`src/hw/tdc_pkg.sv`:
```
// shared constants, types and decode function for the test dac control block
package tdc_pkg;

    // ****************************************************************
    // timing
    // ****************************************************************
    localparam int CLK_HZ       = 25_000_000;
    localparam int LOSS_TIME_NS = 40_000;
    // longest time, so rounded down
    localparam int LOSS_CYCLES  = (LOSS_TIME_NS * (CLK_HZ / 1_000_000)) / 1000;
    localparam int LOSS_W       = $clog2(LOSS_CYCLES + 1);
    // 2.048 MHz master clock over 256 kHz bitstream rate
    localparam int DIV_RATIO    = 8;
    localparam int DIV_W        = $clog2(DIV_RATIO);

    // ****************************************************************
    // mode and attenuation codes
    // ****************************************************************
    localparam logic [2:0] MODE_SLEEP_LO  = 3'h0;
    localparam logic [2:0] MODE_AC_BOTH   = 3'h1;
    localparam logic [2:0] MODE_AC_OUT    = 3'h2;
    localparam logic [2:0] MODE_AC_BUF    = 3'h3;
    localparam logic [2:0] MODE_DC_COMMON = 3'h4;
    localparam logic [2:0] MODE_DC_DIFF   = 3'h5;
    localparam logic [2:0] MODE_AC_COMMON = 3'h6;
    localparam logic [2:0] MODE_SLEEP_HI  = 3'h7;
    localparam logic [2:0] ATT_SMALLEST   = 3'h6;
    localparam logic [2:0] ATT_RESERVED   = 3'h7;

    // ****************************************************************
    // register map
    // ****************************************************************
    localparam logic [3:0]  REG_CTRL       = 4'h0;
    localparam logic [3:0]  REG_STATUS     = 4'h4;
    localparam logic [3:0]  REG_SYNC_CNT   = 4'h8;
    localparam int          CTRL_SW_EN_BIT = 0;
    localparam int          CTRL_MODE_LSB  = 4;
    localparam int          CTRL_ATT_LSB   = 8;
    localparam logic [10:0] CTRL_RESET     = 11'h000;
    localparam int          ST_PD_BIT      = 0;
    localparam int          ST_STATE_LSB   = 1;
    localparam int          ST_PATH_LSB    = 4;
    localparam int          ST_MODE_LSB    = 10;
    localparam int          ST_ATT_LSB     = 13;
    localparam int          ST_ATT_RSV_BIT = 16;

    // ****************************************************************
    // types
    // ****************************************************************
    typedef enum logic [1:0] {
        ST_POWER_DOWN,
        ST_SLEEP,
        ST_AC,
        ST_DC
    } tdc_state_type;

    typedef struct packed {
        logic out_en;
        logic buf_en;
        logic ac_diff;
        logic ac_common;
        logic dc_common;
        logic dc_diff;
    } tdc_path_type;

    // output enables and path selects for a mode code, attenuation code
    function automatic tdc_path_type decode_path(input logic [2:0] mode,
                                                 input logic [2:0] attenuation_select,
                                                 input logic       pd);
        tdc_path_type p;
        p = '0;
        if (!pd) begin
            case (mode)
                MODE_AC_BOTH: begin
                    p.out_en  = 1'b1;
                    p.buf_en  = 1'b1;
                    p.ac_diff = 1'b1;
                end
                MODE_AC_OUT: begin
                    p.out_en  = 1'b1;
                    p.ac_diff = 1'b1;
                end
                MODE_AC_BUF: begin
                    p.buf_en  = 1'b1;
                    p.ac_diff = 1'b1;
                end
                MODE_DC_COMMON: begin
                    p.out_en    = 1'b1;
                    p.buf_en    = 1'b1;
                    p.dc_common = 1'b1;
                end
                MODE_DC_DIFF: begin
                    p.out_en  = 1'b1;
                    p.buf_en  = 1'b1;
                    p.dc_diff = 1'b1;
                end
                MODE_AC_COMMON: begin
                    p.out_en    = 1'b1;
                    p.buf_en    = 1'b1;
                    // the attenuator leaves nothing at its smallest step
                    p.ac_common = (attenuation_select != ATT_SMALLEST);
                end
                default: begin
                    p = '0;
                end
            endcase
        end
        return p;
    endfunction

endpackage

```
`src/hw/tdc_edge_det.sv`:
```
// rising edge detector for a pin sampled on the system clock
`timescale 1ns/100ps
`default_nettype none

module tdc_edge_det (
    // clock and reset
    input  wire logic clk_i,
    input  wire logic rst_i,
    // level in, edge out
    input  wire logic level_i,
    output logic      rise_o
);

    logic prev_q;
    logic prev_d;

    always_comb begin
        prev_d = level_i;
    end

    always_ff @(posedge clk_i) begin
        if (rst_i) begin
            prev_q <= 1'b0;
        end else begin
            prev_q <= prev_d;
        end
    end

    assign rise_o = level_i & ~prev_q;

endmodule

`default_nettype wire

```
`src/hw/tdc_ctrl.sv`:
```
// mode decode, loss of clock and sync divider for the test dac
//
// How it works
// - mode 6 gives ac common signal from bitstream, both output pairs on
// - ac common mode gives no waveform at attenuation 1/64
// - mode 4 drives dc common level, both pairs enabled
// - mode 5 drives dc differential level, both pairs enabled
// - leaving mode 5 for sleep turns driven pairs to high impedance
// - bitstream is one-bit data at nominal 256 khz
// - about 40 us without master clock edge enters power down
// - sync rising edge resets master clock counter and divider
// - attenuation code uses amplifier gain encoding, shared lines
// - mode codes: 0,7 sleep; 1-3 ac; 4,5 dc; 6 ac common
// - power down overrides pins; all pairs high impedance
// - attenuation 0 to 6 binary weighted, 7 reserved
//
// The placing of the registers and the Wishbone slave port were left to the implementer.
`timescale 1ns/100ps
`default_nettype none

module tdc_ctrl (
    // clock and reset
    input  wire logic                  clk_i,
    input  wire logic                  rst_i,
    // wishbone slave
    input  wire logic                  wb_cyc_i,
    input  wire logic                  wb_stb_i,
    input  wire logic                  wb_we_i,
    input  wire logic [3:0]            wb_sel_i,
    input  wire logic [3:0]            wb_adr_i,
    input  wire logic [31:0]           wb_dat_i,
    output logic      [31:0]           wb_dat_o,
    output logic                       wb_ack_o,
    // controller pins
    input  wire logic                  mclk_i,
    input  wire logic                  sample_sync_in_i,
    input  wire logic                  tdata_i,
    input  wire logic [2:0]            mode_i,
    input  wire logic [2:0]            attenuation_select_i,
    // analog side controls
    output tdc_pkg::tdc_path_type      path_o,
    output logic      [2:0]            att_code_o,
    output logic                       dac_bit_o,
    output logic                       bit_strobe_o,
    output logic                       power_down_o,
    output logic                       sleep_o
);

    // ****************************************************************
    // edges of master clock and sync
    // ****************************************************************
    logic mclk_rise;
    logic sync_rise;

    tdc_edge_det u_mclk_edge (
        .clk_i   (clk_i),
        .rst_i   (rst_i),
        .level_i (mclk_i),
        .rise_o  (mclk_rise)
    );

    tdc_edge_det u_sync_edge (
        .clk_i   (clk_i),
        .rst_i   (rst_i),
        .level_i (sample_sync_in_i),
        .rise_o  (sync_rise)
    );

    // ****************************************************************
    // control register
    // ****************************************************************
    logic [10:0] ctrl_q;
    logic [10:0] ctrl_d;
    logic [2:0]  src_mode;
    logic [2:0]  src_att;

    assign src_mode = ctrl_q[tdc_pkg::CTRL_SW_EN_BIT] ?
                      ctrl_q[tdc_pkg::CTRL_MODE_LSB +: 3] : mode_i;
    assign src_att  = ctrl_q[tdc_pkg::CTRL_SW_EN_BIT] ?
                      ctrl_q[tdc_pkg::CTRL_ATT_LSB +: 3] :
                      attenuation_select_i;

    // ****************************************************************
    // master clock domain logic, run from system clock samples
    // ****************************************************************
    logic [tdc_pkg::LOSS_W-1:0] loss_q, loss_d;
    logic                       pd_q, pd_d;
    logic [tdc_pkg::DIV_W-1:0]  div_q, div_d;
    logic [2:0]                 mode_s1_q, mode_s1_d, mode_q, mode_d;
    logic [2:0]                 att_s1_q, att_s1_d, att_q, att_d;
    logic                       bit_q, bit_d;
    logic                       strobe_q, strobe_d;
    logic [15:0]                sync_cnt_q, sync_cnt_d;

    localparam logic [tdc_pkg::LOSS_W-1:0] LOSS_LAST =
        tdc_pkg::LOSS_W'(tdc_pkg::LOSS_CYCLES - 1);
    localparam logic [tdc_pkg::DIV_W-1:0] DIV_LAST =
        tdc_pkg::DIV_W'(tdc_pkg::DIV_RATIO - 1);

    always_comb begin
        loss_d     = loss_q;
        pd_d       = pd_q;
        div_d      = div_q;
        mode_s1_d  = mode_s1_q;
        mode_d     = mode_q;
        att_s1_d   = att_s1_q;
        att_d      = att_q;
        bit_d      = bit_q;
        strobe_d   = 1'b0;
        sync_cnt_d = sync_cnt_q;
        if (mclk_rise) begin
            loss_d    = '0;
            pd_d      = 1'b0;
            mode_s1_d = src_mode;
            mode_d    = mode_s1_q;
            att_s1_d  = src_att;
            att_d     = att_s1_q;
            div_d     = div_q + 1'b1;
            if (div_q == DIV_LAST) begin
                bit_d    = tdata_i;
                strobe_d = 1'b1;
            end
        end else if (loss_q == LOSS_LAST) begin
            pd_d = 1'b1;
        end else begin
            loss_d = loss_q + 1'b1;
        end
        if (sync_rise) begin
            div_d      = '0;
            strobe_d   = 1'b0;
            sync_cnt_d = sync_cnt_q + 16'h0001;
        end
    end

    // ****************************************************************
    // state and output path decode
    // ****************************************************************
    tdc_pkg::tdc_state_type state_q, state_d;
    tdc_pkg::tdc_path_type  path_q, path_d;

    always_comb begin
        path_d = tdc_pkg::decode_path(mode_q, att_q, pd_q);
        if (pd_q) begin
            state_d = tdc_pkg::ST_POWER_DOWN;
        end else begin
            case (mode_q)
                tdc_pkg::MODE_SLEEP_LO,
                tdc_pkg::MODE_SLEEP_HI: state_d = tdc_pkg::ST_SLEEP;
                tdc_pkg::MODE_DC_COMMON,
                tdc_pkg::MODE_DC_DIFF:  state_d = tdc_pkg::ST_DC;
                default:                state_d = tdc_pkg::ST_AC;
            endcase
        end
    end

    // ****************************************************************
    // wishbone slave
    // ****************************************************************
    logic        ack_q, ack_d;
    logic [31:0] rdat_q, rdat_d;
    logic        req;

    assign req = wb_cyc_i & wb_stb_i & ~ack_q;

    always_comb begin
        ack_d  = req;
        rdat_d = rdat_q;
        ctrl_d = ctrl_q;
        if (req) begin
            rdat_d = 32'h0000_0000;
            if (wb_adr_i == tdc_pkg::REG_CTRL) begin
                rdat_d[10:0] = ctrl_q;
                if (wb_we_i && wb_sel_i[0]) begin
                    ctrl_d[7:0] = wb_dat_i[7:0];
                end
                if (wb_we_i && wb_sel_i[1]) begin
                    ctrl_d[10:8] = wb_dat_i[10:8];
                end
            end else if (wb_adr_i == tdc_pkg::REG_STATUS) begin
                rdat_d[tdc_pkg::ST_PD_BIT]         = pd_q;
                rdat_d[tdc_pkg::ST_STATE_LSB +: 2] = state_q;
                rdat_d[tdc_pkg::ST_PATH_LSB +: 6]  = path_q;
                rdat_d[tdc_pkg::ST_MODE_LSB +: 3]  = mode_q;
                rdat_d[tdc_pkg::ST_ATT_LSB +: 3]   = att_q;
                rdat_d[tdc_pkg::ST_ATT_RSV_BIT]    =
                    (att_q == tdc_pkg::ATT_RESERVED);
            end else if (wb_adr_i == tdc_pkg::REG_SYNC_CNT) begin
                rdat_d[15:0] = sync_cnt_q;
            end else begin
                rdat_d = 32'h0000_0000;
            end
        end
    end

    // ****************************************************************
    // registers
    // ****************************************************************
    always_ff @(posedge clk_i) begin
        if (rst_i) begin
            // no master clock yet, so start powered down
            loss_q     <= LOSS_LAST;
            pd_q       <= 1'b1;
            div_q      <= '0;
            mode_s1_q  <= 3'h0;
            mode_q     <= 3'h0;
            att_s1_q   <= 3'h0;
            att_q      <= 3'h0;
            bit_q      <= 1'b0;
            strobe_q   <= 1'b0;
            sync_cnt_q <= 16'h0000;
            state_q    <= tdc_pkg::ST_POWER_DOWN;
            path_q     <= '0;
            ack_q      <= 1'b0;
            rdat_q     <= 32'h0000_0000;
            ctrl_q     <= tdc_pkg::CTRL_RESET;
        end else begin
            loss_q     <= loss_d;
            pd_q       <= pd_d;
            div_q      <= div_d;
            mode_s1_q  <= mode_s1_d;
            mode_q     <= mode_d;
            att_s1_q   <= att_s1_d;
            att_q      <= att_d;
            bit_q      <= bit_d;
            strobe_q   <= strobe_d;
            sync_cnt_q <= sync_cnt_d;
            state_q    <= state_d;
            path_q     <= path_d;
            ack_q      <= ack_d;
            rdat_q     <= rdat_d;
            ctrl_q     <= ctrl_d;
        end
    end

    assign path_o       = path_q;
    assign att_code_o   = att_q;
    assign dac_bit_o    = bit_q & (path_q.ac_diff | path_q.ac_common);
    assign bit_strobe_o = strobe_q;
    assign power_down_o = (state_q == tdc_pkg::ST_POWER_DOWN);
    assign sleep_o      = (state_q == tdc_pkg::ST_SLEEP);
    assign wb_ack_o     = ack_q;
    assign wb_dat_o     = rdat_q;

    // ****************************************************************
    // checks
    // ****************************************************************
    a_loss_enters_pd: assert property (@(posedge clk_i) disable iff (rst_i)
        (loss_q == LOSS_LAST && !mclk_rise) |=> ##1 power_down_o)
        else $error("no power down after master clock loss");
    a_mclk_clears_loss: assert property (@(posedge clk_i) disable iff (rst_i)
        mclk_rise |=> (loss_q == '0) && !pd_q)
        else $error("master clock edge did not clear loss counter");
    a_pd_outputs_off: assert property (@(posedge clk_i) disable iff (rst_i)
        power_down_o |-> (path_o == '0) && !dac_bit_o)
        else $error("output pair enabled in power down");
    a_ac_common_on: assert property (@(posedge clk_i) disable iff (rst_i)
        (!pd_q && mode_q == tdc_pkg::MODE_AC_COMMON &&
         att_q != tdc_pkg::ATT_SMALLEST)
        |=> path_o.out_en && path_o.buf_en && path_o.ac_common)
        else $error("mode 6 path wrong");
    a_ac_common_att: assert property (@(posedge clk_i) disable iff (rst_i)
        (mode_q == tdc_pkg::MODE_AC_COMMON && att_q == tdc_pkg::ATT_SMALLEST)
        |=> !path_o.ac_common)
        else $error("common waveform at smallest attenuation");
    a_dc_common_on: assert property (@(posedge clk_i) disable iff (rst_i)
        (!pd_q && mode_q == tdc_pkg::MODE_DC_COMMON)
        |=> path_o.out_en && path_o.buf_en && path_o.dc_common && sleep_o == 0)
        else $error("mode 4 path wrong");
    a_dc_diff_on: assert property (@(posedge clk_i) disable iff (rst_i)
        (!pd_q && mode_q == tdc_pkg::MODE_DC_DIFF)
        |=> path_o.out_en && path_o.buf_en && path_o.dc_diff)
        else $error("mode 5 path wrong");
    a_diff_to_hiz: assert property (@(posedge clk_i) disable iff (rst_i)
        (path_o.dc_diff && (mode_q == tdc_pkg::MODE_SLEEP_LO ||
                            mode_q == tdc_pkg::MODE_SLEEP_HI))
        |=> path_o == '0 && (power_down_o || sleep_o))
        else $error("dc differential did not release to high impedance");
    a_sync_resets_div: assert property (@(posedge clk_i) disable iff (rst_i)
        sync_rise |=> div_q == '0 && !bit_strobe_o)
        else $error("sync edge did not reset divider");
    a_bit_rate: assert property (@(posedge clk_i) disable iff (rst_i)
        bit_strobe_o |-> $past(mclk_rise) && $past(div_q) == DIV_LAST)
        else $error("bitstream sampled off the divider boundary");
    a_mode_two_stage: assert property (@(posedge clk_i) disable iff (rst_i)
        mclk_rise |=> mode_q == $past(mode_s1_q) &&
                      mode_s1_q == $past(src_mode))
        else $error("mode code skipped a synchroniser stage");

endmodule

`default_nettype wire

```
`config.mk`:
```
export PLATFORM = sky130hd
export DESIGN_NAME = tdc_ctrl
export DESIGN_NICKNAME = d
export VERILOG_FILES = /design/src/hw/tdc_pkg.sv /design/src/hw/tdc_edge_det.sv /design/src/hw/tdc_ctrl.sv
export SDC_FILE = /design/constraint.sdc
export NUM_CORES = 1
export LEC_CHECK = 0
export ABC_AREA = 0
export BUFFER_PORTS_ARGS = -buffer_cell sky130_fd_sc_hd__buf_2
export CAP_MARGIN = 40
export CORE_MARGIN = 2
export CORE_UTILIZATION = 40
export CTS_CLUSTER_DIAMETER = 60
export DETAILED_ROUTE_END_ITERATION = 8
export PLACE_DENSITY = 0.69
export SKIP_CTS_REPAIR_TIMING = 1
export SYNTH_ARGS = -nofsm -noshare
export SYNTH_HDL_FRONTEND = slang
export SYNTH_SLANG_ARGS = --single-unit
```
`constraint.sdc`:
```
create_clock -name clk_i -period 3.7 [get_ports clk_i]
set_input_delay 0.185 -clock clk_i [delete_from_list [all_inputs] [get_ports clk_i]]
set_output_delay 0.185 -clock clk_i [all_outputs]
set_load 0.005 [all_outputs]
```
== Word-level counts from Yosys, hierarchy flattened ==
Index checks and enable logic that the tools add are counted.

* Register bits: 98
* Latch bits: 0
* Bits in writable memories: 0
* Memory bits (read-only): 0
* Output and inout bits: 46
* Word-level logic and storage cells: 91
* Memories kept: 0

* Add/sub/neg operators: 3
* Multiply operators: 0
* Divide/modulo/power cells: 0
* Magnitude comparators: 0
* Equality and inequality tests: 15
* Shift-type cells: 0
* Muxes and demuxes: 19
* Bitwise operators: 11
* Reductions and logical operators: 19

{| class="wikitable"
|+ Operators with widths
! operator !! count
|-
| $mux 10 || 2
|-
| $eq 3x3->1 const B || 6
|-
| $add 16x1->16 const B || 1
|-
| $mux 16 || 1
|-
| $mux 13 || 1
|-
| $mux 11 || 1
|-
| $add 10x1->10 const B || 1
|-
| $eq 10x10->1 const B || 1
|-
| $reduce_or 2->1 || 5
|-
| $reduce_or 5->1 || 2
|-
| $mux 1 || 9
|-
| $mux 3 || 3
|-
| $reduce_or 3->1 || 3
|-
| $eq 3x2->1 const B || 2
|-
| $mux 6 || 1
|-
| $reduce_and 3->1 || 2
|-
| $and 1x1->1 || 5
|-
| $not 1->1 || 5
|-
| $eq 4x3->1 const B || 1
|-
| $eq 4x4->1 const B || 1
|-
| $logic_not 4->1 || 1
|-
| $pmux 2 s2 || 1
|-
| $add 3x1->3 const B || 1
|-
| $eq 3x1->1 const B || 1
|-
| other kinds (9) || 10
|}

== Depth between registers and ports, before layout ==
* Depth in word-level cells: 4
* Mapped depth: 6

== Hierarchy ==
A second synthesis with hierarchy kept.

* Cells, all modules: 399
* Area total of the unflattened synthesis: 3667.3 um2

{| class="wikitable"
|+ By module, submodules not included
! module !! times used !! cells an instance !! area an instance (um2) !! sequential area each (um2)
|-
| tdc_ctrl || 1 || 393 || 3572.2 || 1621.6
|-
| tdc_edge_det || 2 || 3 || 47.5 || 20.0
|}

== Worst setup path before layout ==
Ideal clock, no wire load.

* Path kind: register to register
* Start: register sync_cnt_q[6]
* End: register sync_cnt_q[14]
* Setup time: 0.070 ns
* Data arrival time: 1.470 ns
* Required time: 3.630 ns
* Path slack: 2.160 ns
* Stages on the path, launching flop included: 5
* Period minus slack after synthesis: 1.540 ns
* Cell sequence: dfxtp_1 nand4_4 or3_4 or4_1 a21oi_1

* Longest elaborated chain between the ends: 1

{| class="wikitable"
|+ Ends and longest elaborated chain
! item !! RTL line !! text
|-
| from (decl) || tdc_ctrl.sv:93 || <nowiki>logic [15:0] sync_cnt_q, sync_cnt_d;</nowiki>
|-
| from (signal assigned) || tdc_ctrl.sv:226 || <nowiki>sync_cnt_q <= sync_cnt_d;</nowiki>
|-
| $add 16x1->16 || tdc_ctrl.sv:131 || <nowiki>sync_cnt_d = sync_cnt_q + 16'h0001;</nowiki>
|}

No other way between the ends.
A chain may end at the register's enable or synchronous reset.

== Worst setup path after layout ==
* Start: register ack_q (netlist: wb_ack_o)
* End: register rdat_q[8] (netlist: wb_dat_o[8])

* Longest elaborated chain between the ends: 2

{| class="wikitable"
|+ Ends and longest elaborated chain
! item !! RTL line !! text
|-
| from (decl) || tdc_ctrl.sv:159 || <nowiki>logic ack_q, ack_d;</nowiki>
|-
| from (signal assigned) || tdc_ctrl.sv:229 || <nowiki>ack_q <= ack_d;</nowiki>
|-
| $not 1->1 || tdc_ctrl.sv:163 || <nowiki>assign req = wb_cyc_i & wb_stb_i & ~ack_q;</nowiki>
|-
| $and 1x1->1 || tdc_ctrl.sv:163 ||
|-
| to (signal assigned) || tdc_ctrl.sv:230 || <nowiki>rdat_q <= rdat_d;</nowiki>
|-
| to (decl) || tdc_ctrl.sv:160 || <nowiki>logic [31:0] rdat_q, rdat_d;</nowiki>
|}

No other way between the ends.

==> metrics.sh <==
CRITPATHKIND='flip-flop to flip-flop'
COUNT_OF_FLIP_FLOPS_WITH_A_BUILT_IN_ENABLE_AFTER_SYNTHESIS=0
FINISH.UTILIZATION_PCT=46.3
CLOCKBUFFERDEPTH=2
SYNTH_SEQ_CELLS=83
TIGHTEST_SLEW_NS=0.824
POWER_FRAC_COMB_PCT=8.6
MOST_AREA_HUNGRY_CELL_TYPE_IN_THE_YOSYS_NETLIST='dfxtp_1'
GRT_ANTENNA_BEFORE_REPAIR=0
FINALMAXSLEWVIOLATIONS=0
DRC_ERRORS=0
YS.WARNINGS.COUNT=0
CELLPOWERDENSITY_nW_PER_UM2=405
FINCLKSKEW_NS=0.0114
YOSYSUNIQUECELLTYPES=49
ROUTED_VIA_DENSITY=5.11
SYN2LAYOUT_AREA_GROWTH_PCT=14.1
DIE_H_UM=100
DRV_CAP=0
POSTSYNTHAREAPERCELL_UM2=8.99
POWER.SWITCHING_FRACTION_PCT=24.4
DIE-AREA_UM2=10000
BOUNDARYPINS=100
FINAL_CELL_MIX='83 x dfxtp_1, 61 x buf_2, 55 x nor2_1'
CRITICAL_PATH_PEAK_FANOUT=19
WORST-ENDPOINT-REQUIRED_NS=3.97
UNREPAIRED_SETUP_ENDPOINTS_AFTER_GLOBAL_ROUTING='no'
PLACE_WS_NS=1.86
TNS_NS=0
PLACE_HPWL_MM=5.88
POST-ROUTE-WORST-SETUP-SLACK_NS=1.86
LAYOUT_CELL_SHARE_WITH_DRIVE_STRENGTH_BEYOND_1_PCT=19.7
FINAL-SETUP-VIOL-COUNT=0
SYNTH_TOP_AREA_SHARE_PCT=45.0
WORSTSETUPENDPOINTTYPE='flip-flop'
CTS_TREE='done'
P_LEAK_nW=1.78
POST-ROUTE-MIN-PERIOD_NS=1.84
P_INT_mW=1.29
POWER.IR.VDD_WORST_mV=0.186
CLOCK_LATENCY_NS=0.34
RUN_STATUS='finished clean'
DRT-PASS1-ITER-COUNT=4
POSTSYNTHCELLCOUNT=411
NUMPORTBUFFERS=61
SYNTH_FF_TYPE='dfxtp_1'
FLOORPLAN.CORE_AREA_UM2=9110
ANTENNA-DIODE-COUNT=0
FLOORPLAN.ROWS=35
WORST_EP_ARRIVAL_TIME_NS=2.12
NUMCTSBUFFERS=9
NUM_VIAS=2959
CTS.ROOT.BUFFER_CELL='clkbuf_8'
MAXCLOCKFREQUENCY_MHz=543
TOTALWIRELENGTH_MM=8.03
SWITCH_PWR_mW=0.417
GRT_FIRST_PASS_WIRELENGTH_MM=13.4
FLOORPLAN.DIE.WIDTH_UM=100
FIRST_GLOBAL_VIAS=2797
YS_ASYNC_SR_FRACTION_PCT=0
SYN-CELL-AREA_UM2=3690
CLKSLEWWORSTSETUPHOLDPATHS_NS=0.08
PERIOD_SHARE_PCT=49.8
STARTPOINT_TYPE='flip-flop'
NETS=521
SLEW_HEADROOM_PCT=44.9
FILLER_CELL_COUNT=883
INITIAL_CORE_UTIL_PCT=40.5
GRT.OVERFLOW.TOTAL=0
CTS.SINK_COUNT=83
GLOBALROUTETOTALUTIL_PCT=16.7
SYNTH.TOP_CELLS.BY_AREA='dfxtp_1 45%, mux2i_1 5.7%, nor2_1 5.6%'
GRT_START_MAX_NET_PINS=45
WL_PER_CELL_UM=13.9
SEQUENTIAL_TO_TOTAL_AREA_SHARE_FROM_YOSYS_STAT_PCT=45.0
WORST_HOLD_PATH_TYPE='input port to flip-flop'
POWER.SEQUENTIAL.FRACTION_PCT=55.2
LAYOUT.CELLS.MOST_COMMON='dfxtp_1'
FINAL_ANTENNA_NET_COUNT=0
PWR-SHARE-CLK_PCT=36.2
FINALHOLDVIOLATIONS=0
CTS_HTREE_LEVELS=3
DR.FIRST_ITER.DRC_COUNT=150
GPL.FINAL_WEIGHTED_CONGESTION=0.807
[cell type report]
class | count | area (µm²) | area share [%]
Clock buffer | 11 | 131 | 3.12
Sequential cell | 83 | 1660 | 39.4
Timing Repair Buffer | 67 | 358 | 8.49
Inverter | 11 | 41.3 | 0.980
Clock inverter | 5 | 53.8 | 1.28
Multi-Input combinational cell | 291 | 1830 | 43.4
Tap cell | 111 | 139 | 3.30
[flip-flops by register name, indices dropped and copies added (netlist names)]
register,flops
wb_dat_o,17
pd_q,1
u_mclk_edge.prev_q,1
wb_ack_o,1
bit_q,1
path_o,6
u_sync_edge.prev_q,1
ctrl_q,11
bit_strobe_o,1
state_q,2
att_code_o,3
loss_q,10
att_s1_q,3
div_q,3
sync_cnt_q,16
mode_s1_q,3
mode_q,3
[power by group through the flow]
stage / combinational [mW] / clock [mW] / sequential [mW]
2_1_floorplan: 0.114 / 0 / 0.956
6_report: 0.146 / 0.618 / 0.943
3_5_place_dp: 0.147 / 0 / 0.964
5_1_grt: 0.167 / 0.677 / 0.948
3_3_place_gp: 0.141 / 0 / 0.963
4_1_cts: 0.148 / 0.640 / 0.943
[worst max-delay path, cell delays in order, from the launching register on]
cell and delay (ns):
dfxtp_1 0.32, nand3b_1 0.63, nor3_2 0.28, buf_4 0.28, a32oi_1 0.12, nor2_1 0.13
[Yosys cell counts, types with 2 or more instances]
cell type	instances
a211oi_1	6
a21o_1	6
a21oi_1	13
a22o_1	5
a22oi_1	7
a31oi_1	3
a32oi_1	10
and4_1	3
buf_1	2
buf_2	3
buf_4	15
clkbuf_1	19
dfxtp_1	83
ha_1	4
inv_1	11
mux2i_1	21
nand2_1	24
nand2b_1	13
nand3_1	7
nand4_1	7
nor2_1	55
nor2b_1	18
nor3_1	10
nor4_1	6
o21ai_0	6
o22ai_1	10
o31ai_1	3
or3_1	2
or4_1	2
xnor2_1	13
xor2_1	6
[worst paths after layout]
check / end / slack [ns] / cells after the start / from
hold reg to reg: mode_q[2] / 0.46 / 2 / mode_s1_q[2]
setup reg to reg: wb_dat_o[8] / 1.86 / 5 / wb_ack_o
hold / removal: ctrl_q[5] / 0.07 / 3 / wb_dat_i[5]
setup / recovery: wb_dat_o[8] / 1.86 / 5 / wb_ack_o
[through the flow]
step	std cells	hold slack, ns	area (µm²)	total power, mW
after CTS	579	0.0558	4210	1.73
after floorplan	425	0.276	3750	1.07
after global routing	579	0.0650	4210	1.79
final	579	0.0677	4210	1.71
after global placement	562	0.416	4010	1.10
after detailed placement	563	0.424	4030	1.11
[kinds of logic after synthesis]
kind of cell,Yosys count,share of synthesized area (%)
compound gates,72,13.4
xor+xnor,19,4.51
fa+ha+maj,4,1.36
buf+inv,51,7.01
flops,83,45.0
mux,22,6.00
other cells,1,0.102
simple gates,159,22.6
[layer usage]
metal | vias up | wire length [µm] | GRT usage [%]
li1 | 1514 | - | -
met3 | 6 | 329 | 3.90
met5 | - | 0 | 0
met1 | 1374 | 3710 | 21.6
met2 | 65 | 3940 | 27.3
met4 | 0 | 56 | 6.11
Power figures use the tool's default switching activity.
